--- config.mk ---
export PLATFORM = sky130hd
export DESIGN_NAME = scc_top
export DESIGN_NICKNAME = d
export VERILOG_FILES = /design/src/scc_pkg.sv /design/src/scc_sync_sep.sv /design/src/scc_hs_rebuild.sv /design/src/scc_top.sv
export SDC_FILE = /design/constraint.sdc
export NUM_CORES = 1
export LEC_CHECK = 0
export BUFFER_PORTS_ARGS = -buffer_cell sky130_fd_sc_hd__buf_4
export CORE_ASPECT_RATIO = 0.7
export CORE_MARGIN = 10
export CORE_UTILIZATION = 60
export DETAILED_ROUTE_END_ITERATION = 6
export HOLD_SLACK_MARGIN = 0.1
export PLACE_DENSITY = 0.93
export SLEW_MARGIN = 20
export SYNTH_ARGS = -nofsm -noshare
export SYNTH_HDL_FRONTEND = slang
export SYNTH_SLANG_ARGS = --single-unit
export TNS_END_PERCENT = 50
--- constraint.sdc ---
create_clock -name CORE_CLK -period 5.8 [get_ports CORE_CLK]
set_input_delay 0.58 -clock CORE_CLK [delete_from_list [all_inputs] [get_ports CORE_CLK]]
set_output_delay 0.58 -clock CORE_CLK [all_outputs]
set_load 0.01 [all_outputs]
--- src/scc_pkg.sv ---
/*
  constants, register map and types for the sync input and coast control
  block; assumes a 20 MHz core clock and classic wishbone with 32-bit data
*/
`default_nettype none
package scc_pkg;
  // core clock
  localparam int CORE_CLK_PERIOD_NS = 50;

  // register indices, byte address is four times the index
  localparam logic [5:0] IDX_HSYNC_CFG = 6'h12;
  localparam logic [5:0] IDX_COAST_CFG = 6'h18;
  localparam logic [5:0] IDX_SOG_THR = 6'h20;
  localparam logic [5:0] IDX_CTRL = 6'h21;
  localparam logic [5:0] IDX_HS_WIDTH = 6'h22;
  localparam logic [5:0] IDX_LINE_TARGET = 6'h23;
  localparam logic [5:0] IDX_STATUS = 6'h24;

  // field positions
  localparam int HS_POL_LSB = 4;
  localparam int COAST_POL_LSB = 5;
  localparam int CTRL_CH_SEL = 0;
  localparam int CTRL_USE_SOG = 1;
  localparam int CTRL_EXT_CLK = 2;
  localparam int CTRL_OUT_POL = 3;
  localparam int ST_COAST = 0;
  localparam int ST_EXT = 1;
  localparam int ST_COUNT_LSB = 4;
  localparam int ST_DIV_LSB = 16;

  // widths fixed by the register layout
  localparam int GREEN_W = 10;
  localparam int LINE_W = 12;
  localparam int DIV_W = 16;

  // values after reset
  localparam logic [1:0] HS_POL_RST = 2'h0;
  localparam logic [1:0] COAST_POL_RST = 2'h1;
  localparam logic [3:0] CTRL_RST = 4'h0;
  localparam logic [7:0] HS_WIDTH_RST = 8'h20;
  localparam logic [11:0] LINE_TARGET_RST = 12'h320;
  localparam logic [15:0] DIV_RST = 16'h0001;

  // slicing threshold in millivolts
  localparam int THR_STEP_MV = 10;
  localparam int THR_MIN_MV = 10;
  localparam int THR_MAX_MV = 330;
  localparam int THR_RESET_MV = 150;
  localparam logic [5:0] THR_MIN_STEPS = 6'(THR_MIN_MV / THR_STEP_MV);
  localparam logic [5:0] THR_MAX_STEPS = 6'(THR_MAX_MV / THR_STEP_MV);
  localparam logic [5:0] THR_RESET_STEPS = 6'(THR_RESET_MV / THR_STEP_MV);

  // times, least times rounded up
  localparam int PEAK_DECAY_NS = 1000;
  localparam int PEAK_DECAY_CYCLES = (PEAK_DECAY_NS + CORE_CLK_PERIOD_NS - 1) / CORE_CLK_PERIOD_NS;
  localparam int VSEP_TIME_NS = 10000;
  localparam int VSEP_CYCLES = (VSEP_TIME_NS + CORE_CLK_PERIOD_NS - 1) / CORE_CLK_PERIOD_NS;

  // rebuilt sync pulse states
  typedef enum logic [1:0] {
    RB_IDLE = 2'b00,
    RB_ARMED = 2'b01,
    RB_PULSE = 2'b10
  } scc_rb_state_t;
endpackage
`default_nettype wire

--- src/scc_sync_sep.sv ---
/*
  splits a composite sync (sync tips low) into a horizontal part and a
  vertical flag by pulse length; input is synchronous to the core clock
*/
`timescale 1ns/1ps
`default_nettype none
module scc_sync_sep #(
  parameter int VSEP_CYCLES = scc_pkg::VSEP_CYCLES
) (
  // clock and reset
  input wire logic clk,
  input wire logic rst_b,
  // composite in
  input wire logic comp_sync,
  // separated out
  output logic h_sync,
  output logic v_flag
);
  localparam int CW = $clog2(VSEP_CYCLES + 1);
  localparam logic [CW-1:0] RUN_MAX = CW'(VSEP_CYCLES);

  logic last;
  logic [CW-1:0] run;

  wire same = comp_sync == last;
  wire long_run = run == RUN_MAX;
  wire [CW-1:0] next_run = !same ? '0 : (long_run ? run : run + CW'(1));

  always_ff @(posedge clk or negedge rst_b) begin
    if (!rst_b) begin
      last <= 1'b1;
      run <= '0;
      v_flag <= 1'b0;
      h_sync <= 1'b1;
    end else begin
      last <= comp_sync;
      run <= next_run;
      // long low is vertical, long high ends it
      if (long_run) begin
        v_flag <= ~last;
      end
      // horizontal part held inactive in the vertical interval
      h_sync <= v_flag | comp_sync; // RQ8
    end
  end
endmodule
`default_nettype wire

--- src/scc_hs_rebuild.sv ---
/*
  rebuilds a horizontal sync pulse aligned to the pixel strobe, width in
  pixel periods; lead and pix_en are one-cycle pulses of the core clock
*/
`timescale 1ns/1ps
`default_nettype none
module scc_hs_rebuild (
  // clock and reset
  input wire logic clk,
  input wire logic rst_b,
  // timing in
  input wire logic lead,
  input wire logic pix_en,
  input wire logic [7:0] width,
  // pulse out
  output logic active
);
  scc_pkg::scc_rb_state_t state;
  scc_pkg::scc_rb_state_t next_state;
  logic [7:0] cnt;

  wire done = cnt >= width;

  always_comb begin
    next_state = state;
    case (state)
      scc_pkg::RB_IDLE: begin
        if (lead) next_state = scc_pkg::RB_ARMED;
      end
      scc_pkg::RB_ARMED: begin
        if (pix_en) next_state = scc_pkg::RB_PULSE;
      end
      scc_pkg::RB_PULSE: begin
        if (lead) next_state = scc_pkg::RB_ARMED;
        else if (pix_en && done) next_state = scc_pkg::RB_IDLE;
      end
      default: next_state = scc_pkg::RB_IDLE;
    endcase
  end

  always_ff @(posedge clk or negedge rst_b) begin
    if (!rst_b) begin
      state <= scc_pkg::RB_IDLE;
      cnt <= 8'h00;
      active <= 1'b0;
    end else begin
      state <= next_state;
      // pulse starts on the first pixel after the lead edge
      if (state == scc_pkg::RB_ARMED && pix_en) cnt <= 8'h01; // RQ15
      else if (state == scc_pkg::RB_PULSE && pix_en && !done) cnt <= cnt + 8'h01;
      active <= next_state == scc_pkg::RB_PULSE;
    end
  end
endmodule
`default_nettype wire

--- src/scc_top.sv ---
/*
  sync input and coast control: channel select, hsync leading edge with
  sense programmable on the hsync pins, sync-on-green slicer and separator,
  strobe generator with coast and external clock, rebuilt hsync output.
  assumes all sync pins synchronous to CORE_CLK and a classic wishbone
  master with 32-bit data; green inputs are levels in millivolts.
*/
// Notes on behaviour
// RQ1: selected hsync is line and frequency reference
// RQ2: hsync sense from index 0x12 bits 5:4
// RQ3: only the leading edge is ever used
// RQ4: setting 0 falling edge, 1 rising edge; with sync on green selected the falling edge is always used
// RQ5: slice threshold 10 to 330 mV, 10 mV steps
// RQ6: threshold is 150 mV after reset
// RQ7: sliced output is noninverted comparator result
// RQ8: composite sync separated before horizontal use
// RQ9: coast freezes generator frequency and phase
// RQ10: coast sense from index 0x18 bits 6:5
// RQ11: coast sense is 1 after reset
// RQ12: board keeps unused coast inactive
// RQ13: external clock may replace generated pixel clock
// RQ14: coast and external clock stay independent
// RQ15: rebuilt hsync aligned, programmable polarity, width
// RQ16: one of two channels selected by setting
`timescale 1ns/1ps
`default_nettype none
module scc_top #(
  parameter int VSEP_CYCLES = scc_pkg::VSEP_CYCLES
) (
  // clock and reset
  input wire logic CORE_CLK,
  input wire logic RST_B,
  // wishbone slave
  input wire logic WB_CYC_I,
  input wire logic WB_STB_I,
  input wire logic WB_WE_I,
  input wire logic [7:0] WB_ADR_I,
  input wire logic [3:0] WB_SEL_I,
  input wire logic [31:0] WB_DAT_I,
  output logic [31:0] WB_DAT_O,
  output logic WB_ACK_O,
  // sync inputs, two channels
  input wire logic HSYNC_IN_CH0,
  input wire logic HSYNC_IN_CH1,
  input wire logic VSYNC_IN_CH0,
  input wire logic VSYNC_IN_CH1,
  input wire logic [9:0] GREEN_SYNC_IN_CH0,
  input wire logic [9:0] GREEN_SYNC_IN_CH1,
  // clock generator controls
  input wire logic COAST_IN,
  input wire logic EXTERNAL_PIXEL_CLOCK,
  // outputs
  output logic SLICED_SYNC_OUT,
  output logic HSYNC_REBUILT_OUT,
  output logic VSYNC_OUT,
  output logic PIXEL_CLOCK_OUT
);
  localparam int DECAY_W = $clog2(scc_pkg::PEAK_DECAY_CYCLES);
  localparam logic [DECAY_W-1:0] DECAY_LAST = DECAY_W'(scc_pkg::PEAK_DECAY_CYCLES - 1);
  localparam logic [9:0] PEAK_TOP = 10'h3ff;
  localparam logic [11:0] LINE_TOP = 12'hfff;
  localparam logic [15:0] DIV_TOP = 16'hffff;

  function automatic logic [31:0] wb_merge(
    input logic [31:0] old,
    input logic [31:0] din,
    input logic [3:0] sel
  );
    logic [31:0] res;
    res = old;
    for (int i = 0; i < 4; i++) begin
      if (sel[i]) res[i*8 +: 8] = din[i*8 +: 8];
    end
    return res;
  endfunction

  // registers
  logic [1:0] hs_pol;
  logic [1:0] coast_pol;
  logic [5:0] thr_steps;
  logic [3:0] ctrl;
  logic [7:0] hs_width;
  logic [11:0] line_target;

  // internal state
  logic [9:0] neg_peak;
  logic [DECAY_W-1:0] decay_cnt;
  logic hs_prev;
  logic ext_prev;
  logic [15:0] div;
  logic [15:0] div_cnt;
  logic [11:0] pix_cnt;
  logic [11:0] last_cnt;
  logic h_sep;
  logic v_sep;
  logic rb_active;

  // bus decode
  wire [5:0] wb_idx = WB_ADR_I[7:2];
  wire wb_req = WB_CYC_I & WB_STB_I & ~WB_ACK_O;
  wire wb_wr = wb_req & WB_WE_I;
  wire hit_hs = wb_idx == scc_pkg::IDX_HSYNC_CFG;
  wire hit_coast = wb_idx == scc_pkg::IDX_COAST_CFG;
  wire hit_thr = wb_idx == scc_pkg::IDX_SOG_THR;
  wire hit_ctrl = wb_idx == scc_pkg::IDX_CTRL;
  wire hit_width = wb_idx == scc_pkg::IDX_HS_WIDTH;
  wire hit_target = wb_idx == scc_pkg::IDX_LINE_TARGET;
  wire hit_status = wb_idx == scc_pkg::IDX_STATUS;

  // register images as read
  wire [31:0] img_hs = {26'h0, hs_pol, 4'h0};
  wire [31:0] img_coast = {25'h0, coast_pol, 5'h0};
  wire [31:0] img_thr = {26'h0, thr_steps};
  wire [31:0] img_ctrl = {28'h0, ctrl};
  wire [31:0] img_width = {24'h0, hs_width};
  wire [31:0] img_target = {20'h0, line_target};
  wire coast_act;
  wire ext_sel;
  wire [31:0] img_status = {div, last_cnt, 2'h0, ext_sel, coast_act};

  // merged write data
  wire [31:0] wr_hs = wb_merge(img_hs, WB_DAT_I, WB_SEL_I);
  wire [31:0] wr_coast = wb_merge(img_coast, WB_DAT_I, WB_SEL_I);
  wire [31:0] wr_thr = wb_merge(img_thr, WB_DAT_I, WB_SEL_I);
  wire [31:0] wr_ctrl = wb_merge(img_ctrl, WB_DAT_I, WB_SEL_I);
  wire [31:0] wr_width = wb_merge(img_width, WB_DAT_I, WB_SEL_I);
  wire [31:0] wr_target = wb_merge(img_target, WB_DAT_I, WB_SEL_I);

  // threshold writes clamped into the legal step range
  wire [7:0] thr_raw = wr_thr[7:0];
  wire thr_low = thr_raw < {2'h0, scc_pkg::THR_MIN_STEPS};
  wire thr_high = thr_raw > {2'h0, scc_pkg::THR_MAX_STEPS};
  wire [5:0] next_thr = thr_low ? scc_pkg::THR_MIN_STEPS :
                        thr_high ? scc_pkg::THR_MAX_STEPS : thr_raw[5:0]; // RQ5

  // read mux, unmapped reads as zero
  wire [31:0] next_rdata = hit_hs ? img_hs :
                           hit_coast ? img_coast :
                           hit_thr ? img_thr :
                           hit_ctrl ? img_ctrl :
                           hit_width ? img_width :
                           hit_target ? img_target :
                           hit_status ? img_status : 32'h0;

  always_ff @(posedge CORE_CLK or negedge RST_B) begin
    if (!RST_B) begin
      WB_ACK_O <= 1'b0;
      WB_DAT_O <= 32'h0;
    end else begin
      WB_ACK_O <= wb_req;
      if (wb_req) WB_DAT_O <= next_rdata;
    end
  end

  always_ff @(posedge CORE_CLK or negedge RST_B) begin
    if (!RST_B) begin
      hs_pol <= scc_pkg::HS_POL_RST;
      coast_pol <= scc_pkg::COAST_POL_RST; // RQ11
      thr_steps <= scc_pkg::THR_RESET_STEPS; // RQ6
      ctrl <= scc_pkg::CTRL_RST;
      hs_width <= scc_pkg::HS_WIDTH_RST;
      line_target <= scc_pkg::LINE_TARGET_RST;
    end else if (wb_wr) begin
      if (hit_hs) hs_pol <= wr_hs[scc_pkg::HS_POL_LSB +: 2]; // RQ2
      if (hit_coast) coast_pol <= wr_coast[scc_pkg::COAST_POL_LSB +: 2]; // RQ10
      if (hit_thr) thr_steps <= next_thr;
      if (hit_ctrl) ctrl <= wr_ctrl[3:0];
      if (hit_width) hs_width <= wr_width[7:0];
      if (hit_target) line_target <= wr_target[11:0];
    end
  end

  // channel selection
  wire ch_sel = ctrl[scc_pkg::CTRL_CH_SEL];
  wire use_sog = ctrl[scc_pkg::CTRL_USE_SOG];
  assign ext_sel = ctrl[scc_pkg::CTRL_EXT_CLK];
  wire out_pol = ctrl[scc_pkg::CTRL_OUT_POL];
  wire hs_pin = ch_sel ? HSYNC_IN_CH1 : HSYNC_IN_CH0; // RQ16
  wire vs_pin = ch_sel ? VSYNC_IN_CH1 : VSYNC_IN_CH0; // RQ16
  wire [9:0] green = ch_sel ? GREEN_SYNC_IN_CH1 : GREEN_SYNC_IN_CH0; // RQ16

  // slicer against a tracked negative peak
  wire decay_tick = decay_cnt == DECAY_LAST;
  wire [10:0] thr_mv = 11'(thr_steps * scc_pkg::THR_STEP_MV); // RQ5
  wire [10:0] slice_level = {1'b0, neg_peak} + thr_mv;
  wire slice_hit = {1'b0, green} > slice_level;
  wire peak_drop = green < neg_peak;
  wire peak_rise = decay_tick & (neg_peak != PEAK_TOP);

  always_ff @(posedge CORE_CLK or negedge RST_B) begin
    if (!RST_B) begin
      decay_cnt <= '0;
      neg_peak <= PEAK_TOP;
      SLICED_SYNC_OUT <= 1'b1;
    end else begin
      decay_cnt <= decay_tick ? '0 : decay_cnt + DECAY_W'(1);
      if (peak_drop) neg_peak <= green;
      else if (peak_rise) neg_peak <= neg_peak + 10'h001;
      SLICED_SYNC_OUT <= slice_hit; // RQ7
    end
  end

  scc_sync_sep #(
    .VSEP_CYCLES(VSEP_CYCLES)
  ) u_sep (
    .clk(CORE_CLK),
    .rst_b(RST_B),
    .comp_sync(SLICED_SYNC_OUT),
    .h_sync(h_sep),
    .v_flag(v_sep)
  );

  // leading edge of the selected horizontal reference
  wire hs_src = use_sog ? h_sep : hs_pin; // RQ8
  wire lead_rise = hs_pol[0] & ~use_sog; // RQ4
  wire hs_lead = lead_rise ? (hs_src & ~hs_prev) : (~hs_src & hs_prev); // RQ3

  // coast sense, independent of the clock source
  assign coast_act = coast_pol[0] ? COAST_IN : ~COAST_IN; // RQ10
  wire track = hs_lead & ~coast_act; // RQ9

  // generated pixel strobe, frequency and phase follow hsync
  wire int_tick = div_cnt >= (div - 16'h0001);
  wire too_many = pix_cnt > line_target;
  wire too_few = pix_cnt < line_target;
  wire div_up = too_many & (div != DIV_TOP);
  wire div_dn = too_few & (div > 16'h0001);
  wire ext_tick = EXTERNAL_PIXEL_CLOCK & ~ext_prev;
  wire pix_en = ext_sel ? ext_tick : int_tick; // RQ13

  always_ff @(posedge CORE_CLK or negedge RST_B) begin
    if (!RST_B) begin
      hs_prev <= 1'b1;
      ext_prev <= 1'b0;
    end else begin
      hs_prev <= hs_src;
      ext_prev <= EXTERNAL_PIXEL_CLOCK;
    end
  end

  always_ff @(posedge CORE_CLK or negedge RST_B) begin
    if (!RST_B) begin
      div_cnt <= 16'h0000;
    end else if (track || int_tick) begin
      div_cnt <= 16'h0000; // RQ1
    end else begin
      div_cnt <= div_cnt + 16'h0001;
    end
  end

  always_ff @(posedge CORE_CLK or negedge RST_B) begin
    if (!RST_B) begin
      div <= scc_pkg::DIV_RST;
      pix_cnt <= 12'h000;
      last_cnt <= 12'h000;
    end else if (track) begin
      // one correction step per line, held while coasting
      if (div_up) div <= div + 16'h0001; // RQ1
      else if (div_dn) div <= div - 16'h0001; // RQ1
      pix_cnt <= 12'h000;
      last_cnt <= pix_cnt;
    end else if (int_tick && pix_cnt != LINE_TOP) begin
      pix_cnt <= pix_cnt + 12'h001;
    end
  end

  scc_hs_rebuild u_rebuild (
    .clk(CORE_CLK),
    .rst_b(RST_B),
    .lead(hs_lead),
    .pix_en(pix_en),
    .width(hs_width),
    .active(rb_active)
  );

  always_ff @(posedge CORE_CLK or negedge RST_B) begin
    if (!RST_B) begin
      PIXEL_CLOCK_OUT <= 1'b0;
      HSYNC_REBUILT_OUT <= 1'b0;
      VSYNC_OUT <= 1'b0;
    end else begin
      // external strobe passes whatever coast does
      PIXEL_CLOCK_OUT <= pix_en; // RQ14
      HSYNC_REBUILT_OUT <= rb_active ^ ~out_pol; // RQ15
      VSYNC_OUT <= use_sog ? v_sep : vs_pin;
    end
  end
endmodule
`default_nettype wire

# Word level (Yosys, flattened, before mapping)
# Cells that the tools add are included.
[totals] inputBits=75 memories=0 rom_bits=0 ramBits=0 out_inout_bits=37 latch_bits=0 regBits=166 word_cells=141
[classes] addsub=9 mul=1 shifts=0 bitwise=22 eq_ne=17 magnitude_cmp=9 n_reduce_logical=20 n_div=0 n_mux=35
[ops] cell="32-bit two-way mux" count=7
[ops] cell="16-bit two-way mux" count=3
[ops] cell="8-bit two-way mux" count=5
[ops] cell="16-bit by 1-bit adder with 16-bit output, second input constant" count=2
[ops] cell="6-bit == test, second input constant" count=5
[ops] cell="10-bit two-way mux" count=3
[ops] cell="12-bit two-way mux" count=2
[ops] cell="3-bit AND reduction" count=6
[ops] cell="8-bit by 1-bit adder with 8-bit output, second input constant" count=2
[ops] cell="16-bit >= comparator" count=1
[ops] cell="16-bit by 1-bit greater-than comparator with 1-bit output, second input constant" count=1
[ops] cell="16-bit != test, second input constant" count=1
[ops] cell="16-bit by 1-bit subtractor with 16-bit output, second input constant" count=1
[ops] cell="12-bit by 1-bit adder with 12-bit output, second input constant" count=1
[ops] cell="6-bit by 5-bit == test with 1-bit output, second input constant" count=2
[ops] cell="12-bit greater-than comparator" count=1
[ops] cell="12-bit < comparator" count=1
[ops] cell="6-bit two-way mux" count=2
[ops] cell="12-bit != test, second input constant" count=1
[ops] cell="10-bit by 10-bit adder with 11-bit output" count=1
[ops] cell="1-bit bitwise AND" count=11
[ops] cell="10-bit by 11-bit greater-than comparator with 1-bit output" count=1
[ops] cell="10-bit by 1-bit adder with 10-bit output, second input constant" count=1
[ops] cell="10-bit < comparator" count=1
[ops] cell="25 further kinds" count=51

# Longest topological paths before layout
# Gate-level depths: netlist (run 1).
[logic_depth] word_depth=9 depth_mapped=19 ltp_nobuf=17

# Modules after synthesis
# From an unflattened synthesis (run 1), not the netlist that was laid out.
[hier_totals] hier_cells=1023 area_unflattened_um2=10207.3
[by_module_without_submodules] mod="scc_top" instances=1 seq_area_each_um2=3631.0 area_each_um2=8878.5 cells_each=890
[by_module_without_submodules] mod="scc_hs_rebuild" instances=1 seq_area_each_um2=275.3 area_each_um2=784.5 cells_each=82
[by_module_without_submodules] mod="scc_sync_sep" instances=1 seq_area_each_um2=277.8 area_each_um2=544.3 cells_each=51

# Worst setup path before layout (run 1)
# No wires, ideal clock.
[synth_path] kind="register to register" start="register div[3]" end="register div_cnt[10]" arrival_time_ps=4362 n_path_buf=4 setup_time_ps=72 setup_slack_ps=1365 stages_incl_launch_ff=18 synth_period_minus_slack_ps=4435 required_time_ps=5728 path_cell_list="dfrtp_1 buf_6 or3_4 or3_2 or3_1 buf_2 nand2b_4 or3_4 xor2_1 ha_1 a21o_1 a21o_1 a221oi_1 a21boi_1 clkbuf_1 nand2_1 clkbuf_1 nor2_1"
[synth_via] elab_chain_cells=4
[synth_lines] item="start: declaration" line="scc_top.sv:90" source="logic [15:0] div;"
[synth_lines] item="start signal: assignment" line="scc_top.sv:253" source="div <= scc_pkg::DIV_RST;"
[synth_lines] item="start signal: assignment" line="scc_top.sv:258" source="if (div_up) div <= div + 16'h0001;"
[synth_lines] item="start signal: assignment" line="scc_top.sv:259" source="else if (div_dn) div <= div - 16'h0001;"
[synth_lines] item="16-bit by 1-bit subtractor with 16-bit output" line="scc_top.sv:223" source="wire int_tick = div_cnt >= (div - 16'h0001);"
[synth_lines] item="16-bit >= comparator" line="scc_top.sv:223"
[synth_lines] item="1-bit logical OR" line="scc_top.sv:244" source="end else if (track || int_tick) begin"
[synth_lines] item="16-bit two-way mux" line="scc_top.sv:244"
[synth_lines] item="end signal: assignment" line="scc_top.sv:247" source="div_cnt <= div_cnt + 16'h0001;"
[synth_lines] item="end: declaration" line="scc_top.sv:91" source="logic [15:0] div_cnt;"
# No other way between the ends.
# A chain may end at the register's enable or synchronous reset.

# Worst setup path in the final report (run 1)
[layout_path] start="register div[3]" end="register u_rebuild.state[1]"
[layout_via] elab_chain_cells=7 word_cells_on_any_way=8 classes_between="1 x add/sub; 1 x order compare; 5 x mux; 1 x reduce/logical"
[layout_lines] item="16-bit by 1-bit subtractor with 16-bit output (*)" line="scc_top.sv:223"
[layout_lines] item="16-bit >= comparator (*)" line="scc_top.sv:223"
[layout_lines] item="1-bit two-way mux (*)" line="scc_top.sv:229" source="wire pix_en = ext_sel ? ext_tick : int_tick;"
[layout_lines] item="via pix_en" line="scc_top.sv:229"
[layout_lines] item="1-bit logical AND" line="scc_hs_rebuild.sv:35" source="else if (pix_en && done) next_state = scc_pkg::RB_IDLE;"
[layout_lines] item="2-bit two-way mux" line="scc_hs_rebuild.sv:35"
[layout_lines] item="2-bit two-way mux" line="scc_hs_rebuild.sv:34" source="if (lead) next_state = scc_pkg::RB_ARMED;"
[layout_lines] item="2-bit one-hot mux with 3 select lines (*)" line="scc_hs_rebuild.sv:26" source="case (state)"
[layout_lines] item="via u_rebuild.next_state[1]" line="scc_hs_rebuild.sv:19" source="scc_pkg::scc_rb_state_t next_state;"
[layout_lines] item="end signal: assignment" line="scc_hs_rebuild.sv:43" source="state <= scc_pkg::RB_IDLE;"
[layout_lines] item="end signal: assignment" line="scc_hs_rebuild.sv:47" source="state <= next_state;"
[layout_lines] item="end: declaration" line="scc_hs_rebuild.sv:18" source="scc_pkg::scc_rb_state_t state;"
# The timed path passes the listed nets; every way through them passes the cells marked *.

==> metrics.md, run 1 <==
| Metric | Value |
|---|---|
| Layout Cells excl Fill | `1,331` |
| GPL Wtd Cong | `0.889` |
| Min cycle time layout | `4.70 ns` |
| Worst r2r path cells | `16` |
| Routed via count | `8,385` |
| H-tree Lvls | `4` |
| Clock tree sinks | `166` |
| Top_reg_cell synth | `dfrtp_1` |
| Outcome | `finished clean` |
| Max Slew Vio Count | `0` |
| Routed Wire Length | `26,000 um` |
| Worst min path class | `input port to async pin` |
| Synth cell types | `65` |
| Pwr dens | `359 mW/mm^2` |
| Reg-to-Reg End | `u_rebuild.state[1]` |
| Clock root buffer | `clkbuf_16` |
| Commonest non-fill, non-tap cell in the layout | `dfrtp_1` |
| Initial antenna violation count | `0` |
| Max cap viols | `0` |
| Reg2reg start | `div[3]` |
| Post-synth EDFFs | `0` |
| Post-DR vias/cell | `6.30` |
| Avg Inst Size Synth | `9.71 sq um` |
| Worst-margin pin slew | `1.18 ns` |
| Critical Path Sink Type | `flip-flop` |
| Flop-to-flop setup slack | `1.10 ns` |
| Worst slack, placed | `1.19 ns` |
| Die Wd | `174 um` |
| Final nets | `1,252` |
| Total core area | `0.0162 sq mm` |
| Clock Latency Late Sink | `0.44 ns` |
| Cts hold-fix bufs | `0` |
| Data required, critical path | `6.10 ns` |
| Drt first pass iters | `7` |
| Post-Syn Nets | `1,180` |
| Maximum vdd drop | `0.231 mV` |
| Die Y-Extent | `128 um` |
| Pin count of the biggest net entering global routing | `112` |
| Area of placed instances | `0.0107 sq mm` |
| Critical Path AT | `5.00 ns` |
| FMAX | `0.213 GHz` |
| Most frequent cells in the layout | `dfrtp_1 (142), nand2_1 (103), buf_4 (93)` |
| Normalized max-slew margin | `20.8%` |
| Clk buf depth | `2` |
| Leak | `5.51 nW` |
| Residual DRC | `0` |
| CP Launch Type | `flip-flop` |
| Synth Cell Area | `0.00991 sq mm` |
| Placed cell count | `1,299` |
| Number of diodes | `0` |
| Post-CTS sizing | `0` |
| GRT Util Overall | `23.2%` |
| Post-layout util | `70.2%` |
| CTS tree | `built` |
| GR Overflow Total | `0` |
| Seq/Total Area, Yosys | `42.2%` |
| Fin worst setup slack | `1.10 ns` |
| Layout cell share with drive strength beyond 1 | `18.4%` |
| RSZ-0062 raised after global routing | `false` |
| # IOs | `112` |
| Yosys reg bits | `166` |
| Final setup TNS | `0 ns` |
| Die footprint | `0.0221 sq mm` |
| Setup Skew | `0.00845 ns` |
| YS warnings | `0` |
| TritonCTS buffer count | `17` |
| Initial Utilization | `61.0%` |
| Setup Viol. Count Final | `0` |
| Ratio of final minimum period to clock period | `81.0%` |
| Vias in the first global route | `8,110` |
| # Post-CTS Setup Buffers | `0` |
| Port Buf Inserts | `87` |
| Routed Antenna Nets | `0` |
| First-pass GRT wire length | `41,900 um` |
| Number of core rows | `39` |
| Post-Syn Instances | `1,021` |
| CP Class | `flip-flop to flip-flop` |
| Crit path max fanout | `11` |
| Final Hold Vio Count | `0` |
| Reg clk slew, reported paths | `0.06 ns` |
| Post-route cell area | `0.0114 sq mm` |
| Avg WL per Cell | `19.6 um` |
| Post-synthesis async set-or-reset flop share | `100%` |
| Post-DP HPWL | `18,600 um` |
| Syn-to-layout area delta | `15.0%` |
| DRT iter0 DRCs | `1,083` |
-- where the power goes --
part | internal [W] | total, W | switching [W]
combinational | 0.000547 | 0.00120 | 0.000653
sequential | 0.00137 | 0.00165 | 0.000276
clock | 0.000766 | 0.00124 | 0.000473
-- cells in the mapped netlist, types with 10 or more instances --
| library cell | instances | area share, % |
|---|---|---|
| mux2_2 | 30 | 3.4 |
| a21oi_1 | 44 | 2.2 |
| nand2_1 | 103 | 3.9 |
| o21ai_0 | 60 | 3.0 |
| dfrtp_1 | 142 | 36 |
| nor3_1 | 17 | 0.86 |
| inv_1 | 66 | 2.5 |
| nand2b_1 | 10 | 0.63 |
| mux2i_1 | 11 | 1.1 |
| nand3_1 | 34 | 1.7 |
| xnor2_1 | 34 | 3.0 |
| ha_1 | 82 | 10 |
| and3_1 | 13 | 0.82 |
| a22o_1 | 31 | 2.7 |
| clkbuf_1 | 32 | 1.2 |
| o31ai_1 | 10 | 0.76 |
| nor2_1 | 68 | 2.6 |
| or3_1 | 14 | 0.88 |
| dfstp_2 | 24 | 6.4 |
| nand4_1 | 21 | 1.3 |
| xor2_1 | 33 | 2.9 |
| a21o_1 | 15 | 1.1 |
-- critical path: stages (launching register included) --
cell,delay [ns]
dfrtp_1,0.45
or3_4,0.43
or3_2,0.45
or3_1,0.43
nand2b_4,0.20
or3_4,0.36
xor2_1,0.15
ha_1,0.29
a21o_1,0.18
a21o_1,0.17
a221oi_1,0.34
nand2b_1,0.10
a21oi_1,0.16
buf_4,0.22
nand2b_1,0.35
inv_1,0.13
o2bb2ai_1,0.15
-- through the flow --
step / total power (W) / hold slack (ns)
6_report: 0.00409 / 0.238
5_1_grt: 0.00431 / 0.243
4_1_cts: 0.00406 / 0.249
3_5_place_dp: 0.00282 / 0.386
3_3_place_gp: 0.00273 / 0.382
2_1_floorplan: 0.00247 / 0.284
-- area by class of cell --
| type | count | area [sq um] |
|---|---|---|
| Sequential cell | 166 | 4180 |
| Inverter | 66 | 248 |
| Tap cell | 225 | 282 |
| Timing Repair Buffer | 94 | 709 |
| Clock buffer | 21 | 480 |
| Fill cell | 1103 | 4850 |
| Multi-Input combinational cell | 748 | 5330 |
| Clock inverter | 11 | 170 |
-- layer usage --
layer  GRT usage, %  wire length [um]  vias to the layer above
met5              0                 0                        -
met4           6.57               571                        0
met3           6.74              2450                       59
met2           37.0             12100                      427
met1           30.3             10900                     4092
li1               -                 -                     3807
-- flip-flops by register name, summed over array words and instances, names as in the netlist, 2 cells and up --
name / cells
WB_DAT_O: 32
coast_pol: 2
ctrl: 4
decay_cnt: 5
div: 16
div_cnt: 16
hs_pol: 2
hs_width: 8
last_cnt: 12
line_target: 12
neg_peak: 10
pix_cnt: 12
thr_steps: 6
u_rebuild.cnt: 8
u_rebuild.state: 2
u_sep.run: 8
-- logic make-up after synthesis --
group | after synthesis | share of synthesized area (%)
buffers and inverters | 107 | 4.19
AO/OA/AOI/OAI | 224 | 15.2
flip-flops | 166 | 42.2
AND/OR/NAND/NOR | 329 | 16.6
adder cells (fa/ha/maj) | 84 | 10.8
XOR/XNOR | 67 | 5.92
multiplexers | 44 | 5.20
-- how the worst max path moves through the flow --
stage / start / end / cells after the start
2_1_floorplan: div[3] / div_cnt[10] / 17
3_3_place_gp: div[3] / u_rebuild.active / 16
3_5_place_dp: div[3] / u_rebuild.active / 16
4_1_cts: div[3] / u_rebuild.state[1] / 16
5_1_grt: div[3] / u_rebuild.state[1] / 16
6_report: div[3] / u_rebuild.state[1] / 16
Power figures use the tool's default switching activity.
==> run 2: changes to the inputs <==
Clock period 5.8 ns to 4.85 ns, I/O delays scaled along.
==> metrics.md, run 2 (same netlist as run 1, synthesis figures left out) <==
| Metric | Value |
|---|---|
| Pwr dens | `417 mW/mm^2` |
| Total core area | `0.0162 sq mm` |
| Clk buf depth | `2` |
| Final nets | `1,255` |
| Routed via count | `8,306` |
| CTS tree | `built` |
| Fin worst setup slack | `0.293 ns` |
| Final Hold Vio Count | `0` |
| Die Y-Extent | `128 um` |
| Layout cell share with drive strength beyond 1 | `18.7%` |
| Worst min path class | `input port to async pin` |
| TritonCTS buffer count | `17` |
| Outcome | `finished clean` |
| Routed Wire Length | `25,800 um` |
| Critical Path Sink Type | `flip-flop` |
| Routed Antenna Nets | `0` |
| Final setup TNS | `0 ns` |
| First-pass GRT wire length | `42,200 um` |
| Worst-path cell chain | `or3_4, or3_2, or3_1, nand2b_4, or3_4, xor2_1, ha_1, a21o_1, a21o_1, a221oi_1, nand2b_1, a21oi_1, buf_4, nand2b_2, inv_1, o2bb2ai_1` |
| Largest register FFs | `32` |
| Normalized max-slew margin | `30.5%` |
| # IOs | `112` |
| Initial antenna violation count | `0` |
| GPL Wtd Cong | `0.931` |
| Multi-input gate area | `0.00533 sq mm` |
| Initial Utilization | `61.0%` |
| Avg WL per Cell | `19.3 um` |
| Slowest CP cell | `dfrtp_1` |
| Clock root buffer | `clkbuf_16` |
| Die Wd | `174 um` |
| Setup Viol. Count Final | `0` |
| Min cycle time layout | `4.56 ns` |
| Critical Path AT | `4.86 ns` |
| Residual DRC | `0` |
| Clock Latency Late Sink | `0.43 ns` |
| Maximum vdd drop | `0.245 mV` |
| # Post-CTS Setup Buffers | `0` |
| Max Slew Vio Count | `0` |
| Top Registers | `WB_DAT_O x32, div x16, div_cnt x16` |
| Reg clk slew, reported paths | `0.07 ns` |
| Top delay family on crit path | `simple AND/OR/NAND/NOR gates` |
| Number of diodes | `0` |
| Ratio of final minimum period to clock period | `94.0%` |
| Setup Skew | `0.00737 ns` |
| Worst slack, placed | `0.219 ns` |
| Syn-to-layout area delta | `14.5%` |
| Storage cell area | `0.00418 sq mm` |
| Post-DR vias/cell | `6.23` |
| Clock tree sinks | `166` |
| GR Overflow Total | `0` |
| CP Class | `flip-flop to flip-flop` |
| Pin count of the biggest net entering global routing | `90` |
| Post-DP HPWL | `18,800 um` |
| Commonest non-fill, non-tap cell in the layout | `dfrtp_1` |
| Vias in the first global route | `8,119` |
| Worst-margin pin slew | `1.03 ns` |
| CP Launch Type | `flip-flop` |
| Most frequent cells in the layout | `dfrtp_1 (142), nand2_1 (103), buf_4 (95)` |
| Data required, critical path | `5.15 ns` |
| GRT Util Overall | `23.2%` |
| Buf/Inv on CP | `2` |
| Port Buf Inserts | `87` |
| Drt first pass iters | `6` |
| DRT iter0 DRCs | `958` |
| Crit path max fanout | `11` |
| H-tree Lvls | `4` |
| RSZ-0062 raised after global routing | `false` |
| Crit path largest cell delay | `0.45 ns` |
| Fill cells | `1,094` |
| Die footprint | `0.0221 sq mm` |
| FMAX | `0.219 GHz` |
| Max cap viols | `0` |
| Number of core rows | `39` |
| Leak | `5.48 nW` |
| Biggest register | `WB_DAT_O` |
[run 2: cell types whose count changed in the layout (fill, tap and decap cells not counted), moves of 2 or more]
cell / previous run / this run
clkinvlp_4: 3 / 6
buf_4: 93 / 95
bufinv_16: 4 / 1
clkbuf_8: 4 / 1
clkinv_4: 1 / 3
[run 2: what timing repair did]
action / in CTS / in global routing
endpoints found under the setup margin: 0 / 2
hold buffers: 0 / 0
resized for setup: 0 / 1
[run 2: power by group]
| group | internal (W) | leakage, nW | switching [W] |
|---|---|---|---|
| clock | 0.000722 | 0.261 | 0.000583 |
| sequential | 0.00164 | 2.09 | 0.000312 |
| combinational | 0.000673 | 3.13 | 0.000803 |
[run 2: layer usage]
metal / track usage (%) / part of all wire, % / vias up
li1: - / - / 3810
met1: 30.9 / 43 / 4068
met2: 36.2 / 46 / 372
met3: 6.27 / 8.5 / 56
met4: 7.92 / 2.5 / 0
met5: 0 / 0 / -
[run 2: cell type report]
class                           count  share of cell area, %
Clock inverter                     14                   1.13
Multi-Input combinational cell    748                   46.9
Timing Repair Buffer               97                   6.56
Sequential cell                   166                   36.8
Inverter                           66                   2.18
Clock buffer                       18                   3.87
Tap cell                          225                   2.48
[run 2: metrics by stage]
stage,hold slack (ns),instances,util [%],power (W),area [sq um]
finish,0.106,1334,69.9,0.00473,11400
global route,0.163,1334,69.9,0.00501,11400
CTS,0.152,1334,69.8,0.00471,11300
detailed placement,0.384,1302,66.4,0.00339,10800
global placement,0.382,1302,66.4,0.00329,10800
floorplan,0.189,1021,-,0.00295,9910
[run 2: final timing paths]
check | start | end | slack (ns) | depth (start not counted)
worst min-delay path | RST_B | pix_cnt[0] | 0.11 | 1
worst min register to register | SLICED_SYNC_OUT | u_sep.last | 0.39 | 0
max in group asynchronous | RST_B | line_target[8] | 3.80 | 2
worst max register to register | div[3] | u_rebuild.state[1] | 0.29 | 16
min in group CORE_CLK | EXTERNAL_PIXEL_CLOCK | ext_prev | 0.17 | 1
worst max-delay path | div[3] | u_rebuild.state[1] | 0.29 | 16
[run 2: worst reg2reg max path, delay by kind of cell, from the launching register on]
family	cells	cell delay [ns]
AO/OA/AOI/OAI	5	1.00
buffers and inverters	2	0.31
flip-flops	1	0.45
XOR/XNOR	1	0.15
AND/OR/NAND/NOR	7	2.23
adder cells (fa/ha/maj)	1	0.30
